File: config.mk
export PLATFORM = sky130hd
export DESIGN_NAME = tmc_thread_ctl
export DESIGN_NICKNAME = d
export VERILOG_FILES = /design/src/common/tmc_pkg.sv /design/src/core/tmc_thread_ctl.sv
export SDC_FILE = /design/constraint.sdc
export NUM_CORES = 1
export LEC_CHECK = 0
export BUFFER_PORTS_ARGS = -buffer_cell sky130_fd_sc_hd__buf_4
export CORE_AREA = 2 2 280 282
export CTS_CLUSTER_DIAMETER = 50
export DETAILED_ROUTE_END_ITERATION = 16
export DIE_AREA = 0 0 282 284
export HOLD_SLACK_MARGIN = 0.12
export PLACE_DENSITY_LB_ADDON = 0.1
export SLEW_MARGIN = 20
export SYNTH_ARGS = -nofsm -noshare
export SYNTH_HDL_FRONTEND = slang
export SYNTH_SLANG_ARGS = --single-unit
File: constraint.sdc
create_clock -name REF_CLK_IN -period 2.6 [get_ports REF_CLK_IN]
set_input_delay 0.39 -clock REF_CLK_IN [delete_from_list [all_inputs] [get_ports REF_CLK_IN]]
set_output_delay 0.39 -clock REF_CLK_IN [all_outputs]
set_load 0.03 [all_outputs]
File: src/common/tmc_pkg.sv
// Constants shared by the multithreading control instruction unit
package tmc_pkg;

    // -------------------------------------------------------------------
    // Instruction encodings
    // -------------------------------------------------------------------
    localparam logic [5:0] OPC_COP0          = 6'h10;
    localparam logic [5:0] OPC_SPECIAL_THREE = 6'h1F;
    localparam logic [5:0] FUNC_FORK         = 6'h08;
    localparam logic [4:0] MT_CTL_SUBOP      = 5'h0B;
    localparam logic [4:0] THR_CTL_RD        = 5'h01;
    localparam logic [4:0] THR_CTL_SEL       = 5'h0F;
    localparam logic [4:0] VP_CTL_RD         = 5'h00;
    localparam logic [4:0] VP_CTL_SEL        = 5'h00;
    localparam logic [4:0] FIELD_ZERO        = 5'h00;
    localparam logic [1:0] CTL_MID_ZERO      = 2'h0;
    localparam logic [2:0] CTL_LOW_CODE      = 3'h1;

    // -------------------------------------------------------------------
    // Instruction field positions
    // -------------------------------------------------------------------
    localparam int OPC_LSB     = 26;
    localparam int SUB_LSB     = 21;
    localparam int RS_LSB      = 21;
    localparam int RT_LSB      = 16;
    localparam int RD_LSB      = 11;
    localparam int SH_LSB      = 6;
    localparam int SET_CLR_BIT = 5;
    localparam int MID_LSB     = 3;

    // -------------------------------------------------------------------
    // Control register fields and reset values
    // -------------------------------------------------------------------
    localparam int          THREADS_ON_BIT   = 15;
    localparam int          EXC_CAUSE_LSB    = 16;
    localparam logic [2:0]  EXC_OVERFLOW     = 3'h1;
    localparam logic [2:0]  EXC_NONE         = 3'h0;
    localparam int          MULTI_VPE_ON_BIT = 0;
    localparam logic [31:0] VPE_CTL_RST      = 32'h0000_0000;
    localparam logic [31:0] PROC_CTL_RST     = 32'h0000_0000;

    // -------------------------------------------------------------------
    // Thread status word fields and reset value
    // -------------------------------------------------------------------
    localparam int          ST_FPU_MODE_BIT  = 26;
    localparam int          ST_ZHI_LSB       = 21;
    localparam int          ST_ONE_BIT       = 20;
    localparam int          ST_DYN_ALLOC_BIT = 15;
    localparam int          ST_ZERO_BIT      = 14;
    localparam int          ST_ACT_BIT       = 13;
    localparam int          ST_PRIV_LSB      = 11;
    localparam int          ST_ZLO_LSB       = 8;
    localparam logic [31:0] TC_STATUS_RST    = 32'h0000_0000;
    localparam logic [31:0] TC_WORD_RST      = 32'h0000_0000;

endpackage

File: src/core/tmc_thread_ctl.sv
// Multithreading control instruction unit: thread/VPE enable and fork
`timescale 1ns/100ps

module tmc_thread_ctl
    import tmc_pkg::*;
#(
    parameter int N_TC       = 4,
    parameter int VPE_W      = 2,
    parameter bit MT_PRESENT = 1'b1
)
(
    input  wire logic                        REF_CLK_IN,
    input  wire logic                        RST_N_IN,
    input  wire logic                        INSTR_VALID_IN,
    input  wire logic [31:0]                 INSTR_IN,
    input  wire logic [31:0]                 RS_VAL_IN,
    input  wire logic [31:0]                 RT_VAL_IN,
    input  wire logic                        CP0_USABLE_IN,
    input  wire logic                        MASTER_VPE_IN,
    input  wire logic                        USER_LOCAL_PRESENT_IN,
    input  wire logic [VPE_W-1:0]            ISSUE_VPE_IN,
    input  wire logic                        ISSUE_FPU_MODE_IN,
    input  wire logic [1:0]                  ISSUE_PRIV_IN,
    input  wire logic [31:0]                 ISSUE_USER_LOCAL_IN,
    input  wire logic [N_TC-1:0][VPE_W-1:0]  TC_BIND_IN,
    input  wire logic [N_TC-1:0]             TC_HALT_IN,
    input  wire logic [N_TC-1:0]             TC_STATUS_WR_IN,
    input  wire logic [31:0]                 TC_STATUS_WDATA_IN,
    input  wire logic                        EXC_CAUSE_CLR_IN,
    output logic                             GPR_WR_EN_OUT,
    output logic [4:0]                       GPR_WR_IDX_OUT,
    output logic [31:0]                      GPR_WR_DATA_OUT,
    output logic                             NEW_GPR_WR_EN_OUT,
    output logic [$clog2(N_TC+1)-1:0]        NEW_TC_IDX_OUT,
    output logic [4:0]                       NEW_GPR_IDX_OUT,
    output logic [31:0]                      NEW_GPR_DATA_OUT,
    output logic                             EXC_COP_UNUSABLE_OUT,
    output logic                             EXC_RESERVED_OUT,
    output logic                             EXC_THREAD_OUT,
    output logic [31:0]                      VPE_CTL_OUT,
    output logic [31:0]                      PROC_CTL_OUT,
    output logic [N_TC-1:0][31:0]            TC_STATUS_OUT,
    output logic [N_TC-1:0][31:0]            TC_RESTART_OUT,
    output logic [N_TC-1:0][31:0]            TC_USER_LOCAL_OUT,
    output logic [N_TC-1:0]                  TC_ISSUE_OK_OUT
);

    localparam int IDX_W = $clog2(N_TC + 1);

    // ---------------------------------------------------------------------
    // State
    // ---------------------------------------------------------------------
    typedef struct packed
    {
        logic [31:0]            vpe_ctl;
        logic [31:0]            proc_ctl;
        logic [N_TC-1:0][31:0]  status;
        logic [N_TC-1:0][31:0]  restart;
        logic [N_TC-1:0][31:0]  ulocal;
        logic                   gpr_we;
        logic [4:0]             gpr_idx;
        logic [31:0]            gpr_data;
        logic                   new_we;
        logic [IDX_W-1:0]       new_tc;
        logic [4:0]             new_idx;
        logic [31:0]            new_data;
        logic                   exc_cu;
        logic                   exc_ri;
        logic                   exc_thr;
    } tmc_state_t;

    tmc_state_t state_ff;
    tmc_state_t nxt_state;

    // ---------------------------------------------------------------------
    // Decode
    // ---------------------------------------------------------------------
    logic [4:0]        f_rs;
    logic [4:0]        f_rt;
    logic [4:0]        f_rd;
    logic              set_clear_bit;
    logic              is_ctl_form;
    logic              is_thr_op;
    logic              is_vp_op;
    logic              is_fork;
    logic              is_ctl_op;
    logic [N_TC-1:0]   tc_free;
    logic              any_free;
    logic [IDX_W-1:0]  first_idx;

    assign f_rs   = INSTR_IN[RS_LSB +: 5];
    assign f_rt   = INSTR_IN[RT_LSB +: 5];
    assign f_rd   = INSTR_IN[RD_LSB +: 5];
    assign set_clear_bit = INSTR_IN[SET_CLR_BIT];

    // Shared coprocessor opcode and control sub-opcode for all four forms
    assign is_ctl_form = (INSTR_IN[OPC_LSB +: 6] == OPC_COP0)
                       && (INSTR_IN[SUB_LSB +: 5] == MT_CTL_SUBOP)
                       && (INSTR_IN[MID_LSB +: 2] == CTL_MID_ZERO)
                       && (INSTR_IN[2:0] == CTL_LOW_CODE);
    assign is_thr_op = is_ctl_form && (f_rd == THR_CTL_RD)
                       && (INSTR_IN[SH_LSB +: 5] == THR_CTL_SEL);
    assign is_vp_op  = is_ctl_form && (f_rd == VP_CTL_RD)
                       && (INSTR_IN[SH_LSB +: 5] == VP_CTL_SEL);
    assign is_ctl_op = is_thr_op || is_vp_op;
    assign is_fork   = (INSTR_IN[OPC_LSB +: 6] == OPC_SPECIAL_THREE)
                       && (INSTR_IN[SH_LSB +: 5] == FIELD_ZERO)
                       && (INSTR_IN[5:0] == FUNC_FORK);

    // Candidate contexts: bound here, allocatable, not halted, not active
    genvar gi;
    generate
        for (gi = 0; gi < N_TC; gi++)
        begin : g_tc
            assign tc_free[gi] = (TC_BIND_IN[gi] == ISSUE_VPE_IN)
                               && state_ff.status[gi][ST_DYN_ALLOC_BIT]
                               && !TC_HALT_IN[gi]
                               && !state_ff.status[gi][ST_ACT_BIT];
            // Activated contexts run only once threading is enabled
            assign TC_ISSUE_OK_OUT[gi] = state_ff.status[gi][ST_ACT_BIT]
                               && !TC_HALT_IN[gi]
                               && state_ff.vpe_ctl[THREADS_ON_BIT];
        end
    endgenerate

    // Lowest index wins
    always_comb
    begin
        first_idx = IDX_W'(0);
        for (int i = N_TC - 1; i >= 0; i--)
        begin
            if (tc_free[i])
            begin
                first_idx = IDX_W'(i);
            end
        end
    end

    assign any_free = |tc_free;

    // ---------------------------------------------------------------------
    // Next state
    // ---------------------------------------------------------------------
    always_comb
    begin
        nxt_state         = state_ff;
        nxt_state.gpr_we  = 1'b0;
        nxt_state.new_we  = 1'b0;
        nxt_state.exc_cu  = 1'b0;
        nxt_state.exc_ri  = 1'b0;
        nxt_state.exc_thr = 1'b0;

        for (int i = 0; i < N_TC; i++)
        begin
            if (TC_STATUS_WR_IN[i])
            begin
                nxt_state.status[i] = TC_STATUS_WDATA_IN;
            end
        end
        if (EXC_CAUSE_CLR_IN)
        begin
            nxt_state.vpe_ctl[EXC_CAUSE_LSB +: 3] = EXC_NONE;
        end

        if (INSTR_VALID_IN && (is_ctl_op || is_fork))
        begin
            if (!MT_PRESENT)
            begin
                nxt_state.exc_ri = 1'b1;
            end
            else if (is_ctl_op && !CP0_USABLE_IN)
            begin
                nxt_state.exc_cu = 1'b1;
            end
            else if (is_thr_op)
            begin
                // Read and update in one edge: nothing can split them
                nxt_state.gpr_we   = (f_rt != 5'h00);
                nxt_state.gpr_idx  = f_rt;
                nxt_state.gpr_data = state_ff.vpe_ctl;
                nxt_state.vpe_ctl[THREADS_ON_BIT] = set_clear_bit;
            end
            else if (is_vp_op)
            begin
                nxt_state.gpr_we   = (f_rt != 5'h00);
                nxt_state.gpr_idx  = f_rt;
                nxt_state.gpr_data = state_ff.proc_ctl;
                if (MASTER_VPE_IN)
                begin
                    nxt_state.proc_ctl[MULTI_VPE_ON_BIT] = set_clear_bit;
                end
            end
            else if (any_free)
            begin
                nxt_state.new_we   = 1'b1;
                nxt_state.new_tc   = first_idx;
                nxt_state.new_idx  = f_rd;
                nxt_state.new_data = RT_VAL_IN;
                // Start address is only stored; its faults surface in the new thread
                nxt_state.restart[first_idx] = RS_VAL_IN;
                if (USER_LOCAL_PRESENT_IN)
                begin
                    nxt_state.ulocal[first_idx] = ISSUE_USER_LOCAL_IN;
                end
                // Prior usable, media, exempt, impl and address-space fields kept
                nxt_state.status[first_idx] = state_ff.status[first_idx];
                nxt_state.status[first_idx][ST_FPU_MODE_BIT]  = ISSUE_FPU_MODE_IN;
                nxt_state.status[first_idx][ST_ZHI_LSB +: 5]  = 5'h00;
                nxt_state.status[first_idx][ST_ONE_BIT]       = 1'b1;
                nxt_state.status[first_idx][ST_DYN_ALLOC_BIT] = 1'b1;
                nxt_state.status[first_idx][ST_ZERO_BIT]      = 1'b0;
                nxt_state.status[first_idx][ST_ACT_BIT]       = 1'b1;
                nxt_state.status[first_idx][ST_PRIV_LSB +: 2] = ISSUE_PRIV_IN;
                nxt_state.status[first_idx][ST_ZLO_LSB +: 2]  = 2'h0;
            end
            else
            begin
                // Overflow touches only the cause field; set beats a clear
                nxt_state.exc_thr = 1'b1;
                nxt_state.vpe_ctl[EXC_CAUSE_LSB +: 3] = EXC_OVERFLOW;
            end
        end
    end

    always_ff @(posedge REF_CLK_IN or negedge RST_N_IN)
    begin
        if (!RST_N_IN)
        begin
            state_ff          <= '0;
            state_ff.vpe_ctl  <= VPE_CTL_RST;
            state_ff.proc_ctl <= PROC_CTL_RST;
            state_ff.status   <= {N_TC{TC_STATUS_RST}};
            state_ff.restart  <= {N_TC{TC_WORD_RST}};
            state_ff.ulocal   <= {N_TC{TC_WORD_RST}};
        end
        else
        begin
            state_ff <= nxt_state;
        end
    end

    // ---------------------------------------------------------------------
    // Outputs
    // ---------------------------------------------------------------------
    assign GPR_WR_EN_OUT        = state_ff.gpr_we;
    assign GPR_WR_IDX_OUT       = state_ff.gpr_idx;
    assign GPR_WR_DATA_OUT      = state_ff.gpr_data;
    assign NEW_GPR_WR_EN_OUT    = state_ff.new_we;
    assign NEW_TC_IDX_OUT       = state_ff.new_tc;
    assign NEW_GPR_IDX_OUT      = state_ff.new_idx;
    assign NEW_GPR_DATA_OUT     = state_ff.new_data;
    assign EXC_COP_UNUSABLE_OUT = state_ff.exc_cu;
    assign EXC_RESERVED_OUT     = state_ff.exc_ri;
    assign EXC_THREAD_OUT       = state_ff.exc_thr;
    assign VPE_CTL_OUT          = state_ff.vpe_ctl;
    assign PROC_CTL_OUT         = state_ff.proc_ctl;
    assign TC_STATUS_OUT        = state_ff.status;
    assign TC_RESTART_OUT       = state_ff.restart;
    assign TC_USER_LOCAL_OUT    = state_ff.ulocal;

    logic go_thr;
    logic go_vp;
    logic go_fork;
    assign go_thr  = INSTR_VALID_IN && MT_PRESENT && CP0_USABLE_IN && is_thr_op;
    assign go_vp   = INSTR_VALID_IN && MT_PRESENT && CP0_USABLE_IN && is_vp_op;
    assign go_fork = INSTR_VALID_IN && MT_PRESENT && is_fork;
endmodule

# Word-level counts from Yosys, hierarchy flattened

Cells that the tools add are included.

Register bits: 470
Input port bits: 188
Output and inout port bits: 534
Word-level logic and storage cells: 158

Order comparisons: 2
Equal/unequal tests: 11
Mux-type cells: 59
Bitwise logic cells: 8
Reductions and logical operators: 54

Operator list:

| operator                                       | count |
|---|---|
| 2-to-1 mux 384 bit                             | 3 |
| bitwise mux 128 bit                            | 7 |
| demux 32 bit (select 2 bit)                    | 9 |
| 2-to-1 mux 464 bit                             | 1 |
| 2-to-1 mux 463 bit                             | 1 |
| OR 128 bit                                     | 3 |
| 2-to-1 mux 32 bit                              | 6 |
| bitwise AND 128 bit                            | 1 |
| 2-to-1 mux 128 bit                             | 1 |
| NOT 128 bit                                    | 1 |
| 2-to-1 mux 41 bit                              | 3 |
| 2-to-1 mux 38 bit                              | 2 |
| binary-select mux 32 bit (select 2 bit)        | 1 |
| logical AND 1 bit                              | 32 |
| 2-to-1 mux 27 bit                              | 1 |
| 2-to-1 mux 26 bit                              | 1 |
| 2-to-1 mux 21 bit                              | 1 |
| 2-to-1 mux 16 bit                              | 1 |
| 2-to-1 mux 15 bit                              | 1 |
| 2-to-1 mux 14 bit                              | 1 |
| 2-to-1 mux 13 bit                              | 1 |
| == test 6 x 5 -> 1 bit (second input constant) | 2 |
| 2-to-1 mux 3 bit                               | 4 |
| == test 5 x 4 -> 1 bit (second input constant) | 2 |
| other kinds (21)                               | 48 |

# Depth between registers and ports, before layout

Depth in word-level cells: 26
Depth in mapped cells: 9
Mapped depth without buffers: 5

# Worst setup path before layout

OpenSTA, ideal clock, no wires.

Path kind: reg2reg
From: register state_ff (netlist bit TC_STATUS_OUT[77])
To: register state_ff (netlist bit TC_USER_LOCAL_OUT[65])
Arrival: 2.325 ns
Required time: 2.475 ns
Path slack: 0.150 ns
Stages on the path, launching flop included: 8
Path buffers: 2
Cells stage by stage: dfrtp_1 nor4b_1 a211oi_1 o21ba_2 buf_4 nor4_4 buf_6 mux2_2

Cells in the longest elaborated chain, start to end: 10
Elaborated cells between the ends (all ways): 13
Classes of those cells: order compare: 2; mux: 6; reduce/logical: 5

RTL lines:

| element                                                                                                 | line                  | source |
|---|---|---|
| start, declared                                                                                         | tmc_thread_ctl.sv:72  | `tmc_state_t state_ff;` |
| start signal, assigned                                                                                  | tmc_thread_ctl.sv:238 | `state_ff <= nxt_state;` |
| logical NOT 1 bit (*)                                                                                   | tmc_thread_ctl.sv:118 | `&& !state_ff.status[gi][ST_ACT_BIT];` |
| logical AND 1 bit (*)                                                                                   | tmc_thread_ctl.sv:118 |  |
| 2-to-1 mux 2 bit (3 in a row)                                                                           | tmc_thread_ctl.sv:132 | `if (tc_free[i])` |
| >= comparator 3 x 1 -> 1 bit (implied by the code) / less-than comparator 3 bit (equally long branches) | tmc_thread_ctl.sv:203 | `nxt_state.ulocal[first_idx] = ISSUE_USER_LOCAL_IN;` |
| logical AND 1 bit (implied by the code)                                                                 | tmc_thread_ctl.sv:203 |  |
| 2-to-1 mux 32 bit (implied by the code)                                                                 | tmc_thread_ctl.sv:203 |  |
| demux 32 bit (select 2 bit)                                                                             | tmc_thread_ctl.sv:203 |  |
| bitwise mux 128 bit                                                                                     | tmc_thread_ctl.sv:203 |  |

Every way passes the cells marked *; elsewhere a longest branch is shown, timed or not.
A chain may end at the register's enable or synchronous reset.

# Worst setup path after layout

From: input INSTR_IN[15]
To: register state_ff (netlist bit PROC_CTL_OUT[0])

Cells in the longest elaborated chain, start to end: 7
Elaborated cells between the ends (all ways): 13
Classes of those cells: eq/ne: 1; bitwise: 2; reduce/logical: 10

RTL lines:

| element                                                            | line                                         | source |
|---|---|---|
| start, declared                                                    | tmc_thread_ctl.sv:15                         | `input wire logic [31:0] INSTR_IN,` |
| == test 5 x 1 -> 1 bit / logical NOT 5 bit (equally long branches) | tmc_thread_ctl.sv:101, tmc_thread_ctl.sv:103 |  |
| logical AND 1 bit, on equally long branches                        | tmc_thread_ctl.sv:101, tmc_thread_ctl.sv:103 |  |
| logical AND 1 bit, on equally long branches                        | tmc_thread_ctl.sv:102, tmc_thread_ctl.sv:104 |  |
| logical OR 1 bit                                                   | tmc_thread_ctl.sv:105                        | `assign is_ctl_op = is_thr_op \|\| is_vp_op;` |
| logical OR 1 bit / logical AND 1 bit (equally long branches)       | tmc_thread_ctl.sv:165, tmc_thread_ctl.sv:171 |  |
| logical AND 1 bit / NOT 1 bit (equally long branches)              | -                                            |  |
| AND reduction 5 bit (no line) (*)                                  | -                                            |  |

Marked as above.

==> impl_metrics.yaml <==
cts:
  cts-root-buf: "clkbuf_16"
  cts_tree: "done"
  clk_latency_ns: 0.60
  cts.sinks: 442
  h-tree-depth: 3
  cts_buffers: 70
  clk_path_buf_depth: 3
  post_cts_buffers: 0
  clk_pin_slew_ns: 0.05
synth:
  synth_area_sq_mm: 0.0184
  synthTopCellsByArea: "dfrtp_1, mux2_2, mux2i_1, buf_4, mux2_4"
  async_flop_share: 1.00
  yosysUniqueCellTypes: 56
  synth_area_leader_cell: "dfrtp_1"
  synthCells: 1250
  syn_area_per_cell_sq_um: 14.7
  synth-edff-count: 0
  yosys.area.top_type_share: 0.601
  ys_ff_latch: 442
  synth_flop_cell: "dfrtp_1"
  ys_top_cells_by_count: "dfrtp_1, mux2_2, buf_4, mux2i_1, nor2_1"
  yosysMostFrequentCell: "dfrtp_1"
  ys_seq_area_frac: 0.601
  ys.warnings.count: 0
setup_path:
  reg2reg_slack_ns: 0.23
  worstPathRequired_ns: 3.07
  r2r_start: "TC_STATUS_OUT[77]"
  startpoint: "INSTR_IN[15]"
  path_common_cell: "dlygate4sd3_1"
  critical_path.max_fanout: 4
  path_cells: "dlygate4sd3_1, buf_4, or4_1, nor2_1, and4_1, nand3_1, mux2_2, dlygate4sd3_1"
  worstPathArrival_ns: 2.99
  worstSetupPathType: "in2reg"
  cp-end-kind: "register"
  cpPeakStageDelay_ns: 0.54
  slowest_stage: "dlygate4sd3_1"
  crit_path_start_kind: "input port"
timing:
  worst_slew_pin_slew_ns: 0.755
  rsz0062_at_grt: "no"
  fin_crit_sh: 0.971
  setup_viol: 0
  fin_skew_ns: 0.0193
  hold_violations: 0
  final.min_clock_period_ns: 2.53
  slew_violations: 0
  final.setup.tns_ns: 0
  relSlewSlack: 0.492
  clock.fmax_mhz: 396
die:
  initial_utilization: 0.239
  die_area_sq_mm: 0.0801
  io_pins: 722
  die_width_um: 282
  die_h_um: 284
  row_count: 102
  core_area_sq_mm: 0.0770
placement:
  dpl.cell_count: 2942
  place_congestion: 0.774
  hpwl_um: 50800
  port_buffers: 633
global_route:
  grtUsageTotal: 0.167
  grt_max_degree: 83
  grt_pass1_vias: 14500
  antenna_found_initial: 1
  grt_pass1_wl_um: 98900
  grt-ovfl-total: 0
pwr:
  switchingPower_w: 0.00496
  p_per_area_mw_per_mm2: 670
  power_frac_comb: 0.112
  pwr-share-seq: 0.376
  vdd_drop_max_v: 0.000339
  leakage_nw: 14.7
  intPower_w: 0.0142
  total_power_w: 0.0192
  p_sw_frac: 0.259
  pwr-share-clk: 0.512
cells_and_area:
  num-nets-final: 2308
  area_growth_pct: 55.6
  fin_util: 0.372
  fin_cells: 3215
  drive_gt1_frac: 0.548
route:
  vias_per_cell: 4.14
  route.antenna.remaining_nets: 0
  detail_route.first_pass.iterations: 4
  wl_um: 68300
  wl_per_cell_um: 21.2
  drcViolationCount: 0
  drtIter0Drc: 441
  vias: 13300
status:
  status: "completed"
job:
  drv_cap: 0
min_path:
  hold_class: "in2reg"
  hp-start: "TC_STATUS_WDATA_IN[26]"
## cell families after synthesis
family | after synthesis | synth area share
AO/OA/AOI/OAI | 62 | 0.0242
XOR/XNOR | 8 | 0.00422
buffers and inverters | 148 | 0.0559
flip-flops | 442 | 0.601
multiplexers | 441 | 0.270
other | 1 | 0.000204
AND/OR/NAND/NOR | 148 | 0.0438
## metal layers
layer / routed length (um) / share of wire / GRT usage
met5: 0 / 0 / 0
met2: 32500 / 0.48 / 0.274
met1: 28000 / 0.41 / 0.201
met4: 1790 / 0.026 / 0.0483
met3: 6090 / 0.089 / 0.0645
## repair_timing
item / 4_1_cts / 5_1_grt
endpoints found under the setup margin: 0 / 8
endpoints found under the hold margin: 467 / 0
hold buffers: 146 / 0
gates resized for setup: 0 / 1
## metrics by stage
step                      hold WS [ns]  instance area (sq um)  setup slack, ns
final                            0.191                  28600           0.0745
after global routing             0.172                  28600           0.0313
after CTS                        0.146                  28600           0.0649
after detailed placement         0.382                  24700           -0.191
after global placement           0.384                  24700           -0.138
after floorplan                 0.0944                  18700            0.150
## worst max-delay path: cells and delay by family
family | cells | cell delay (ns)
simple gates | 4 | 1.11
buf+inv | 3 | 1.21
mux | 1 | 0.27
## sequential cells by signal (all words and copies together) (netlist names)
| register | count |
|---|---|
| NEW_GPR_DATA_OUT | 32 |
| VPE_CTL_OUT | 4 |
| PROC_CTL_OUT | 1 |
| GPR_WR_DATA_OUT | 5 |
| EXC_THREAD_OUT | 1 |
| GPR_WR_IDX_OUT | 5 |
| TC_STATUS_OUT | 128 |
| EXC_COP_UNUSABLE_OUT | 1 |
| TC_USER_LOCAL_OUT | 128 |
| GPR_WR_EN_OUT | 1 |
| TC_RESTART_OUT | 128 |
| NEW_GPR_IDX_OUT | 5 |
| NEW_GPR_WR_EN_OUT | 1 |
| NEW_TC_IDX_OUT | 2 |
## power by group through the flow
| stage | registers [W] | logic [W] | clock network [W] |
|---|---|---|---|
| 2_1_floorplan | 0.00772 | 0.000613 | 0 |
| 3_3_place_gp | 0.00733 | 0.00198 | 0 |
| 3_5_place_dp | 0.00733 | 0.00200 | 0 |
| 4_1_cts | 0.00721 | 0.00218 | 0.0101 |
| 5_1_grt | 0.00724 | 0.00229 | 0.0105 |
| 6_report | 0.00721 | 0.00214 | 0.00981 |
## final cells by class
cell class / count / area, sq um
fillers: 7596 / 48300
flip-flops and latches: 442 / 11100
repair buffers: 858 / 7110
multi-input cells: 747 / 6660
clock buffers: 89 / 1950
well taps: 1040 / 1300
clock inverters: 37 / 522
inverters: 1 / 3.75
diodes: 1 / 2.50
## worst paths after layout
| path | to | cells past startpoint |
|---|---|---|
| worst max-delay path | PROC_CTL_OUT[0] | 8 |
| worst min-delay path | TC_STATUS_OUT[58] | 3 |
| worst max register to register | TC_USER_LOCAL_OUT[85] | 6 |
| worst min register to register | NEW_GPR_DATA_OUT[8] | 1 |
| max in group asynchronous | TC_RESTART_OUT[110] | 3 |
| min in group asynchronous | TC_USER_LOCAL_OUT[87] | 2 |
## layout by cell type, fill, tap and decap left out, types with 24 or more instances in the layout
cell type      count
dfrtp_1          442
dlygate4sd3_1    146
buf_4            687
nand2_1           31
conb_1            88
buf_12            24
clkbuf_16         71
mux2_4            30
mux2i_1           88
nor2_1            49
mux2_2           312
No activity file was read; power rests on OpenSTA's default activity.
